==> config.mk <==
export PLATFORM = sky130hd
export DESIGN_NAME = rtc_control_status_irq
export DESIGN_NICKNAME = d
export VERILOG_FILES = /design/src/hdl/rtc_pkg.sv /design/src/hdl/event_if.sv /design/src/hdl/alarm_match.sv /design/src/hdl/rate_tap.sv /design/src/hdl/rtc_control_status_irq.sv
export VERILOG_INCLUDE_DIRS = /design/src /design/src/hdl
export SDC_FILE = /design/constraint.sdc
export NUM_CORES = 1
export LEC_CHECK = 0
export BUFFER_PORTS_ARGS = -buffer_cell sky130_fd_sc_hd__buf_2
export CORE_ASPECT_RATIO = 1.5
export CORE_MARGIN = 5
export CORE_UTILIZATION = 28
export DETAILED_ROUTE_END_ITERATION = 10
export SLEW_MARGIN = 10
export SYNTH_ARGS = -nofsm -noshare
export SYNTH_HDL_FRONTEND = slang
export SYNTH_SLANG_ARGS = --single-unit
==> constraint.sdc <==
create_clock -name ref_clk -period 3.6 [get_ports ref_clk]
set_input_delay 0.54 -clock ref_clk [delete_from_list [all_inputs] [get_ports ref_clk]]
set_output_delay 0.54 -clock ref_clk [all_outputs]
set_load 0.02 [all_outputs]
==> src/hdl/rtc_cfg.svh <==
// Register offsets, bit positions and match constants of the clock control block
`ifndef RTC_CFG_SVH
`define RTC_CFG_SVH

`define ADDR_W 6
`define OFS_CONTROL 6'h0b
`define OFS_FLAGS 6'h0c
`define OFS_STATUS 6'h0d

`define BIT_SET 7
`define BIT_PIE 6
`define BIT_AIE 5
`define BIT_UIE 4
`define BIT_SQUARE_WAVE_ENABLE 3
`define BIT_DM 2
`define BIT_H24 1
`define BIT_DSE 0

`define BIT_INTERRUPT_PENDING_FLAG 7
`define BIT_PF 6
`define BIT_AF 5
`define BIT_UF 4
`define BIT_VALID 7

`define DIV_STAGES 22
`define TAP_BASE 6
`define ALARM_DONT_CARE 2'h3

`define DST_HOUR 8'h01
`define DST_SUNDAY 8'h01
`define DST_APRIL 8'h04
`define DST_59_BCD 8'h59
`define DST_59_BIN 8'h3b
`define DST_OCT_BCD 8'h10
`define DST_OCT_BIN 8'h0a
`define DST_APR_DAY_BCD 8'h24
`define DST_APR_DAY_BIN 8'h18
`define DST_OCT_DAY_BCD 8'h25
`define DST_OCT_DAY_BIN 8'h19

`endif

==> src/hdl/rtc_pkg.sv <==
// Types shared by the clock control block
package rtc_pkg;
    typedef logic [7:0] byte_t;
    typedef enum logic [1:0] {BUS_IDLE, BUS_ADDR, BUS_READ, BUS_WRITE} bus_state_t;
endpackage

==> src/hdl/event_if.sv <==
// Event signals passed from the tap and alarm units to the register core
`timescale 1ns/1ps
interface event_if;
    logic periodic_pulse;
    logic square_level;
    logic alarm_pulse;
    modport tap (output periodic_pulse, output square_level);
    modport match (output alarm_pulse);
    modport core (input periodic_pulse, input square_level, input alarm_pulse);
endinterface

==> src/hdl/alarm_match.sv <==
// Compares time bytes with alarm bytes at each update
`timescale 1ns/1ps
`include "rtc_cfg.svh"

module alarm_match (
    input wire logic ref_clk,
    input wire logic rst_n,
    input wire logic strobe,
    input wire logic [23:0] now_time,
    input wire logic [23:0] alarm_time,
    event_if.match ev
);
    logic [2:0] byte_hit;

    genvar i;
    generate
        for (i = 0; i < 3; i++) begin : g_byte
            assign byte_hit[i] = (alarm_time[8*i+7 -: 2] == `ALARM_DONT_CARE) ||
                                 (alarm_time[8*i+7 -: 8] == now_time[8*i+7 -: 8]);
        end
    endgenerate

    always_ff @(posedge ref_clk) begin
        if (!rst_n) begin
            ev.alarm_pulse <= 1'b0;
        end else begin
            ev.alarm_pulse <= strobe & (&byte_hit);
        end
    end
endmodule

==> src/hdl/rate_tap.sv <==
// Divider tap selection feeding the periodic flag and the square wave
`timescale 1ns/1ps
`include "rtc_cfg.svh"

module rate_tap #(
    parameter int STAGES = `DIV_STAGES
) (
    input wire logic ref_clk,
    input wire logic rst_n,
    input wire logic [STAGES-1:0] div_stage,
    input wire logic [3:0] rate_select,
    event_if.tap ev
);
    logic [15:0] tap_sel;
    logic tap_level;
    logic tap_q;

    // Code zero disables the output
    assign tap_sel[0] = 1'b0;
    genvar r;
    generate
        for (r = 1; r < 16; r++) begin : g_tap
            assign tap_sel[r] = (rate_select == 4'(r)) & div_stage[`TAP_BASE + r];
        end
    endgenerate
    assign tap_level = |tap_sel;

    always_ff @(posedge ref_clk) begin
        if (!rst_n) begin
            tap_q <= 1'b0;
            ev.square_level <= 1'b0;
            ev.periodic_pulse <= 1'b0;
        end else begin
            tap_q <= tap_level;
            ev.square_level <= tap_level;
            ev.periodic_pulse <= tap_q & ~tap_level;
        end
    end
endmodule

==> src/hdl/rtc_control_status_irq.sv <==
// Control, interrupt-flag and validity-status registers of the real-time clock
`timescale 1ns/1ps
`include "rtc_cfg.svh"

module rtc_control_status_irq
    import rtc_pkg::*;
#(
    parameter int STAGES = `DIV_STAGES
) (
    input wire logic ref_clk,
    input wire logic rst_n,
    input wire logic [7:0] ad_in,
    output logic [7:0] ad_out,
    output logic ad_oe,
    input wire logic addr_strobe,
    input wire logic data_strobe,
    input wire logic read_not_write,
    input wire logic chip_select_n,
    input wire logic power_sense_input,
    output logic irq_n,
    output logic square_wave_out,
    input wire logic [STAGES-1:0] div_stage,
    input wire logic [3:0] rate_select,
    input wire logic update_done,
    input wire logic [7:0] time_sec,
    input wire logic [7:0] time_min,
    input wire logic [7:0] time_hour,
    input wire logic [7:0] day_of_week,
    input wire logic [7:0] day_of_month,
    input wire logic [7:0] month,
    input wire logic [7:0] alarm_sec,
    input wire logic [7:0] alarm_min,
    input wire logic [7:0] alarm_hour,
    output logic update_allow,
    output logic update_abort,
    output logic data_format_select,
    output logic hour_24_select,
    output logic daylight_saving_enable,
    output logic dst_spring_fwd,
    output logic dst_fall_back
);
    // Pin synchronisers, no reset so reset cannot disturb the validity bit
    logic [12:0] pin_m;
    logic [12:0] pin_s;
    logic [12:0] pin_q;
    logic ps_s, cs_n_s, rw_s, ds_s, as_s;
    logic ps_q, cs_n_q, rw_q, ds_q, as_q;
    logic [7:0] ad_s;
    logic [7:0] ad_q;
    logic as_fall, as_rise, ds_rise, ds_fall;

    bus_state_t bus_state;
    logic [`ADDR_W-1:0] addr_reg;
    byte_t rd_data_reg;
    byte_t read_mux;
    logic addr_hit;
    logic wr_ctrl, rd_flags, rd_status;
    byte_t wdata;

    logic set_reg, pie_reg, aie_reg, uie_reg, square_wave_enable_reg, dm_reg, h24_reg, dse_reg;
    logic pf_reg, af_reg, uf_reg, valid_reg;
    logic interrupt_pending_flag;
    logic update_ev;

    logic [7:0] sixty_last;
    logic at_dst_time, april_last, october_last, is_sunday;
    logic fall_done_reg;

    event_if ev();

    always_ff @(posedge ref_clk) begin
        pin_m <= {power_sense_input, chip_select_n, read_not_write, data_strobe, addr_strobe, ad_in};
        pin_s <= pin_m;
        pin_q <= pin_s;
    end

    assign {ps_s, cs_n_s, rw_s, ds_s, as_s, ad_s} = pin_s;
    assign {ps_q, cs_n_q, rw_q, ds_q, as_q, ad_q} = pin_q;
    assign as_fall = as_q & ~as_s;
    assign as_rise = ~as_q & as_s;
    assign ds_rise = ~ds_q & ds_s;
    assign ds_fall = ds_q & ~ds_s;

    // Multiplexed bus: address latched as the address strobe falls
    always_ff @(posedge ref_clk) begin
        if (!rst_n) begin
            bus_state <= BUS_IDLE;
        end else begin
            case (bus_state)
                BUS_IDLE: begin
                    if (as_fall && !cs_n_q) begin
                        bus_state <= BUS_ADDR;
                    end
                end
                BUS_ADDR: begin
                    if (as_rise) begin
                        bus_state <= BUS_IDLE;
                    end else if (ds_rise) begin
                        bus_state <= rw_s ? BUS_READ : BUS_WRITE;
                    end
                end
                BUS_READ, BUS_WRITE: begin
                    if (ds_fall) begin
                        bus_state <= BUS_IDLE;
                    end
                end
                default: begin
                    bus_state <= BUS_IDLE;
                end
            endcase
        end
    end

    always_ff @(posedge ref_clk) begin
        if (!rst_n) begin
            addr_reg <= '0;
        end else if (as_fall) begin
            addr_reg <= ad_q[`ADDR_W-1:0];
        end
    end

    always_comb begin
        addr_hit = 1'b0;
        if (addr_reg == `OFS_CONTROL) begin
            addr_hit = 1'b1;
        end else if (addr_reg == `OFS_FLAGS) begin
            addr_hit = 1'b1;
        end else if (addr_reg == `OFS_STATUS) begin
            addr_hit = 1'b1;
        end
    end

    assign interrupt_pending_flag = (pf_reg & pie_reg) | (af_reg & aie_reg) | (uf_reg & uie_reg);

    always_comb begin
        read_mux = 8'h00;
        if (addr_reg == `OFS_CONTROL) begin
            read_mux = {set_reg, pie_reg, aie_reg, uie_reg, square_wave_enable_reg, dm_reg, h24_reg, dse_reg};
        end else if (addr_reg == `OFS_FLAGS) begin
            read_mux = {interrupt_pending_flag, pf_reg, af_reg, uf_reg, 4'h0};
        end else if (addr_reg == `OFS_STATUS) begin
            read_mux = {valid_reg, 7'h00};
        end
    end

    // Read byte frozen at the data strobe rise; it also marks which flags were seen
    always_ff @(posedge ref_clk) begin
        if (!rst_n) begin
            rd_data_reg <= 8'h00;
        end else if (bus_state == BUS_ADDR && ds_rise && rw_s) begin
            rd_data_reg <= read_mux;
        end
    end

    assign ad_out = rd_data_reg;
    assign ad_oe = (bus_state == BUS_READ) && addr_hit;
    assign wdata = ad_q;
    assign wr_ctrl = (bus_state == BUS_WRITE) && ds_fall && (addr_reg == `OFS_CONTROL);
    assign rd_flags = (bus_state == BUS_READ) && ds_fall && (addr_reg == `OFS_FLAGS);
    assign rd_status = (bus_state == BUS_READ) && ds_fall && (addr_reg == `OFS_STATUS);

    // Fields that neither reset nor internal logic may change
    always_ff @(posedge ref_clk) begin
        if (wr_ctrl) begin
            set_reg <= wdata[`BIT_SET];
            dm_reg <= wdata[`BIT_DM];
            h24_reg <= wdata[`BIT_H24];
            dse_reg <= wdata[`BIT_DSE];
        end
    end

    always_ff @(posedge ref_clk) begin
        if (!rst_n) begin
            pie_reg <= 1'b0;
            aie_reg <= 1'b0;
            square_wave_enable_reg <= 1'b0;
        end else if (wr_ctrl) begin
            pie_reg <= wdata[`BIT_PIE];
            aie_reg <= wdata[`BIT_AIE];
            square_wave_enable_reg <= wdata[`BIT_SQUARE_WAVE_ENABLE];
        end
    end

    // Setting the inhibit bit in the same write overrides the enable
    always_ff @(posedge ref_clk) begin
        if (!rst_n) begin
            uie_reg <= 1'b0;
        end else if (wr_ctrl) begin
            uie_reg <= wdata[`BIT_UIE] & ~wdata[`BIT_SET];
        end
    end

    always_ff @(posedge ref_clk) begin
        if (!rst_n) begin
            update_abort <= 1'b0;
        end else begin
            update_abort <= wr_ctrl & wdata[`BIT_SET];
        end
    end

    assign update_allow = ~set_reg;
    assign data_format_select = dm_reg;
    assign hour_24_select = h24_reg;
    assign daylight_saving_enable = dse_reg;
    assign update_ev = update_done & ~set_reg;

    rate_tap #(
        .STAGES(STAGES)
    ) u_rate_tap (
        .ref_clk(ref_clk),
        .rst_n(rst_n),
        .div_stage(div_stage),
        .rate_select(rate_select),
        .ev(ev.tap)
    );

    alarm_match u_alarm_match (
        .ref_clk(ref_clk),
        .rst_n(rst_n),
        .strobe(update_ev),
        .now_time({time_hour, time_min, time_sec}),
        .alarm_time({alarm_hour, alarm_min, alarm_sec}),
        .ev(ev.match)
    );

    // Only flags reported by the read are cleared; a new event sets anyway
    always_ff @(posedge ref_clk) begin
        if (!rst_n) begin
            pf_reg <= 1'b0;
            af_reg <= 1'b0;
            uf_reg <= 1'b0;
        end else begin
            pf_reg <= ev.periodic_pulse | (pf_reg & ~(rd_flags & rd_data_reg[`BIT_PF]));
            af_reg <= ev.alarm_pulse | (af_reg & ~(rd_flags & rd_data_reg[`BIT_AF]));
            uf_reg <= update_ev | (uf_reg & ~(rd_flags & rd_data_reg[`BIT_UF]));
        end
    end

    assign irq_n = ~interrupt_pending_flag;

    always_ff @(posedge ref_clk) begin
        if (!rst_n) begin
            square_wave_out <= 1'b0;
        end else begin
            square_wave_out <= square_wave_enable_reg & ev.square_level;
        end
    end

    // Validity bit ignores the reset pin entirely
    always_ff @(posedge ref_clk) begin
        if (!ps_s) begin
            valid_reg <= 1'b0;
        end else if (rd_status) begin
            valid_reg <= 1'b1;
        end
    end

    // Daylight-saving detection at the update that leaves 1:59:59 AM
    assign sixty_last = dm_reg ? `DST_59_BIN : `DST_59_BCD;
    assign at_dst_time = (time_hour == `DST_HOUR) && (time_min == sixty_last) && (time_sec == sixty_last);
    assign is_sunday = day_of_week == `DST_SUNDAY;
    assign april_last = (month == `DST_APRIL) &&
                        (day_of_month >= (dm_reg ? `DST_APR_DAY_BIN : `DST_APR_DAY_BCD));
    assign october_last = (month == (dm_reg ? `DST_OCT_BIN : `DST_OCT_BCD)) &&
                          (day_of_month >= (dm_reg ? `DST_OCT_DAY_BIN : `DST_OCT_DAY_BCD));

    always_ff @(posedge ref_clk) begin
        if (!rst_n) begin
            dst_spring_fwd <= 1'b0;
            dst_fall_back <= 1'b0;
        end else begin
            dst_spring_fwd <= update_ev & dse_reg & is_sunday & april_last & at_dst_time;
            dst_fall_back <= update_ev & dse_reg & is_sunday & october_last & at_dst_time &
                             ~fall_done_reg;
        end
    end

    // Remembers the repeated hour so the fall-back happens only once
    always_ff @(posedge ref_clk) begin
        if (!rst_n) begin
            fall_done_reg <= 1'b0;
        end else if (dst_fall_back) begin
            fall_done_reg <= 1'b1;
        end else if (time_hour != `DST_HOUR) begin
            fall_done_reg <= 1'b0;
        end
    end
endmodule

==> results of run 1 <==
[where the power goes]
part / total (uW) / internal (uW) / switching, uW / leakage [uW]
combinational: 141 / 79.5 / 61.5 / 0.000934
sequential: 857 / 844 / 12.4 / 0.000607
clock: 961 / 645 / 316 / 0.000164
total: 1960 / 1570 / 390 / 0.00171
[cell usage after synthesis (2+ instances only)]
cell      count
nand4b_1      2
nor2_1       11
dfxtp_1      69
nor4_1       10
a31oi_1       4
ha_1          5
edfxtp_1      4
xor2_1       24
clkbuf_1      4
and3_1        3
nor2b_1       9
nand4_1       4
nor4b_1       5
a211oi_1      2
nor4bb_1      5
inv_1         6
nand3_1       5
a221oi_1      4
a22oi_1       3
o211ai_1      3
a21boi_0     13
a21oi_1       2
nand2_1      26
nor3_1        2
nand3b_1      3
o21ai_0       7
mux2i_1       7
o21a_1        3
or3b_2        2
mux4_2        2
nand2b_1      5
[final timing paths]
check | endpoint | depth (start not counted) | start | slack, ns
worst min-delay path | pin_m[3]$_DFF_P_ | 1 | ad_in[3] | 0.31
worst max register to register | dst_spring_fwd$_SDFF_PN0_ | 6 | data_format_select$_DFFE_PP_ | 1.56
worst max-delay path | ad_oe | 5 | addr_reg[3]$_SDFFE_PN0P_ | 0.99
worst min register to register | pin_q[5]$_DFF_P_ | 0 | pin_s[5]$_DFF_P_ | 0.32
[stage by stage]
| stage | util, % | hold WS (ns) | power [uW] |
|---|---|---|---|
| after floorplan | - | 0.310 | 934 |
| after global placement | 35.8 | 0.313 | 1010 |
| after detailed placement | 35.8 | 0.312 | 1020 |
| after CTS | 39.1 | 0.299 | 1990 |
| after global routing | 39.1 | 0.298 | 2040 |
| final | 39.1 | 0.312 | 1960 |
[layout make-up]
class                      instances  area share, %
sequential                        73           38.1
clock buffer                      12           6.51
timing repair buffer             124           15.8
multi-input combinational        183           33.5
tap                              117           3.72
inverter                           6          0.572
clock inverter                     4           1.84
[cell families after synthesis]
logic type | after synthesis | synth area share, %
flip-flops | 73 | 52.2
multiplexers | 10 | 4.40
XOR/XNOR | 24 | 7.31
buffers and inverters | 12 | 1.87
adder cells (fa/ha/maj) | 5 | 2.18
AND/OR/NAND/NOR | 98 | 20.4
AO/OA/AOI/OAI | 46 | 11.6
[per-layer routing]
layer,GRT usage [%],vias up
li1,-,1230
met1,11.1,1054
met2,21.2,94
met3,3.87,11
met4,4.81,0
met5,0,-
[critical path, stage by stage (launching register included)]
cell     delay (ns)
dfxtp_1        0.34
or3b_1         0.46
nor2_1         0.55
nor2_1         0.11
nor2_1         0.11
buf_2          0.18
==> impl_metrics.toml, run 1 <==
[status]
status = "completed"

[worst_setup_path]
crit_fanout = 9
critPathRequiredTime_ns = 3.06
crit_path_start_kind = "flip-flop"
end_kind = "primary output"
setup.worst_path.class = "reg -> out"
crit_arrival_ns = 2.07

[cts]
cts-buffers-inserted = 9
cts_sinks = 73
root_buffer = "clkbuf_16"
cts-htree-levels = 3
cts.repair.resized = 0
clock_path_buffers = 2
insertion_delay_ns = 0.33
ctsHoldBuffers = 0
post-cts-setup-buffers = 0
clkTransAtPathRegs_ns = 0.05
cts_tree = "built"

[drt]
drc = 0
viasPerCell = 4.60
dr_wl_met3_um = 678
via_count = 2389
firstDrtPassIters = 5
met2_length_um = 3570
wl_met1_um = 2600
wl_per_cell_um = 13.4
postRouteAntennaNets = 0
drt-initial-drc-count = 121
totalWireLength_um = 6970
highest_layer = "met4"

[layout]
antenna_cells = 0
fin_cells = 519
regArea_mm2 = 0.00150
area_growth_pct = 37.0
layout_common_cells = "buf_2, dfxtp_1, nand2_1"
num-fill-cells = 997
stdcell_area_mm2 = 0.00394
multiInputGateArea_mm2 = 0.00132
drive_gt1_share_pct = 36.6
final_common_cell = "buf_2"
nets = 516
reg.largest.list = "pin_m: 13 flops, pin_s: 13 flops, pin_q: 11 flops"

[timing]
setup_viol = 0
finalMaxSlewViolations = 0
min_period_over_period_pct = 72.5
timing.fmax_ghz = 0.383
relSlewSlack_pct = 37.6
hold_viol_final = 0
finalWorstSetupSlack_ns = 0.991
rsz0062_at_grt = "false"
min_period_ns = 2.61
worst_pin_slew_ns = 0.935
fin_skew_ns = 0.00679
setup_tns_ns = 0

[logic_synthesis]
syn_inst = 268
ys_ff_latch = 73
synth.yosys.seq_area_share_pct = 52.2
synth_edf_count = 4
synth_area_mm2 = 0.00287
synth_top_cell_by_area = "dfxtp_1"
yosys_warnings = 0
synth.net_count = 387
syn_avg_cell_area_um2 = 10.7
synth_top_area_share_pct = 48.1
netlist-cell-type-count = 45
synthArstFlopShare_pct = 0
synth_flop_cell = "dfxtp_1"
synth.area.top_cells = "dfxtp_1, xor2_1, edfxtp_1, a21boi_0, nand2_1"

[power_and_ir_drop]
pwr_density_cell_mw_per_mm2 = 497
p_leak_uw = 0.00171
peakVddDrop_uv = 265

[global_routing]
overflow = 0
grt_pass1_wl_um = 11100
antenna_found_initial = 0
grt_pass1_vias = 2544
grt_max_degree = 30
grt_use_total_pct = 11.3

[flow_run]
cap_violations = 0

[placed_design]
dp.final_hpwl_um = 5630
place_inst = 503
place_ws_ns = 1.32
io_buffer_count = 124
place_congestion = 0.774
place_area_mm2 = 0.00361

[floorplanning]
initial_utilization_pct = 28.5
fp.dieW_um = 92.7
core_mm2 = 0.0101
num_rows = 45
io_pins = 132
die_area_mm2 = 0.0124
fp.dieH_um = 134

[worst_hold_path]
hold_path.class = "in -> reg"
Note: power is estimated with default switching activity, not from simulation.
==> run 2: changes to the inputs <==
Clock period 3.6 ns to 2.2 ns, I/O delays scaled along.
==> impl_metrics.toml, run 2 (synthesis results as in run 1) <==
[status]
status = "completed"

[global_routing]
overflow = 0
use_met1_pct = 12.0
grt_max_degree = 29
met2_usage_pct = 21.3
grt_busiest_layer = "met2"
grt.met3_usage_pct = 3.03
grt_pass1_wl_um = 11500
grt_pass1_vias = 2549
grt_use_total_pct = 11.6
antenna_found_initial = 0

[layout]
area_growth_pct = 37.3
stdcell_area_mm2 = 0.00395
regArea_mm2 = 0.00150
antenna_cells = 0
num-fill-cells = 997
multiInputGateArea_mm2 = 0.00132
reg.largest.list = "pin_m: 13 flops, pin_s: 13 flops, pin_q: 11 flops"
layout_common_cells = "buf_2, dfxtp_1, nand2_1"
drive_gt1_share_pct = 37.3
fin_cells = 525
final_common_cell = "buf_2"
nets = 522

[worst_setup_path]
crit_slowest_cell = "or3b_1"
path_cells = "or3b_1, nor2_1, nor2_1, nor2_1, buf_2"
path_common_cell = "nor2_1"
end_kind = "primary output"
crit_fanout = 5
crit_arrival_ns = 1.75
setup.worst_path.class = "reg -> out"
r2r-start = "addr_reg[3]$_SDFFE_PN0P_"
worstRegToRegCells = 5
critPathRequiredTime_ns = 1.87
reg2reg_to = "uie_reg$_SDFFE_PN0P_"
reg2reg_slack_ns = 0.44
slowest_delay_ns = 0.46
crit_path_start_kind = "flip-flop"

[cts]
cts-htree-levels = 3
cts-buffers-inserted = 9
root_buffer = "clkbuf_16"
ctsHoldBuffers = 0
clock_path_buffers = 2
insertion_delay_ns = 0.32
cts.repair.resized = 0
cts_sinks = 73
cts_tree = "built"
clkTransAtPathRegs_ns = 0.05
post-cts-setup-buffers = 0

[placed_design]
place_ws_ns = 0.387
place_area_mm2 = 0.00365
dp.final_hpwl_um = 5790
place_inst = 509
place_congestion = 0.793
io_buffer_count = 124

[power_and_ir_drop]
pwr_density_cell_mw_per_mm2 = 764
peakVddDrop_uv = 405
p_leak_uw = 0.00172

[timing]
setup_tns_ns = 0
min_period_ns = 2.08
whs_ns = 0.107
setup_viol = 0
rsz0062_at_grt = "false"
timing.fmax_ghz = 0.482
fin_skew_ns = 0.00332
finalMaxSlewViolations = 0
relSlewSlack_pct = 62.9
hold_viol_final = 0
worst_pin_slew_ns = 0.542
min_period_over_period_pct = 94.3
finalWorstSetupSlack_ns = 0.125

[floorplanning]
initial_utilization_pct = 28.5
die_area_mm2 = 0.0124
io_pins = 132
fp.dieH_um = 134
fp.dieW_um = 92.7
core_mm2 = 0.0101
num_rows = 45

[drt]
firstDrtPassIters = 4
viasPerCell = 4.67
drt-initial-drc-count = 116
postRouteAntennaNets = 0
totalWireLength_um = 7190
wl_per_cell_um = 13.7
drc = 0
via_count = 2451

[worst_hold_path]
hold_end = "pin_m[0]$_DFF_P_"
min_from = "ad_in[0]"
hold_path.class = "in -> reg"
hold_depth = 1

[flow_run]
cap_violations = 0
[run 2: cell count changes in the layout (fill, tap and decap cells not counted), sizes merged]
cell    previous run  this run
buf              124       130
bufinv             2         0
clkbuf            12        13
clkinv             0         1
[run 2: cell type report]
type / count / area share [%]
inverters: 6 / 0.571
clock inverters: 3 / 0.507
multi-input cells: 183 / 33.4
flip-flops and latches: 73 / 38.0
clock buffers: 13 / 6.88
repair buffers: 130 / 16.9
well taps: 117 / 3.71
[run 2: worst max-delay path by stage]
stage	to	cells past startpoint	slack, ns	start
2_1_floorplan	dst_spring_fwd$_SDFF_PN0_	6	0.26	data_format_select$_DFFE_PP_
3_3_place_gp	square_wave_enable_reg$_SDFFE_PN0P_	5	0.44	addr_reg[3]$_SDFFE_PN0P_
5_1_grt	ad_oe	5	0.02	addr_reg[3]$_SDFFE_PN0P_
3_5_place_dp	dst_spring_fwd$_SDFF_PN0_	7	0.39	day_of_month[2]
4_1_cts	ad_oe	5	0.10	addr_reg[3]$_SDFFE_PN0P_
6_report	ad_oe	5	0.12	addr_reg[3]$_SDFFE_PN0P_
[run 2: metrics by stage]
step	utilization (%)	power, uW
floorplan	-	1530
global placement	36.3	1660
detailed placement	36.3	1670
CTS	39.2	3050
global route	39.2	3150
finish	39.2	3010
[run 2: metal layers]
| layer | up-vias | share of wire (%) |
|---|---|---|
| li1 | 1252 | - |
| met1 | 1082 | 37 |
| met2 | 103 | 52 |
| met3 | 14 | 8.5 |
| met4 | 0 | 2.3 |
| met5 | - | 0 |
[run 2: report_power, final]
group	internal [uW]	leakage (uW)	switching, uW
sequential	1380	0.000607	21.0
combinational	131	0.000966	103
clock	865	0.000146	512
[run 2: worst max-delay path: cells and delay by family, from the launching register on]
kind | cells | cell delay, ns
buffers and inverters | 1 | 0.19
and+or+nand+nor | 4 | 0.89
DFF | 1 | 0.34
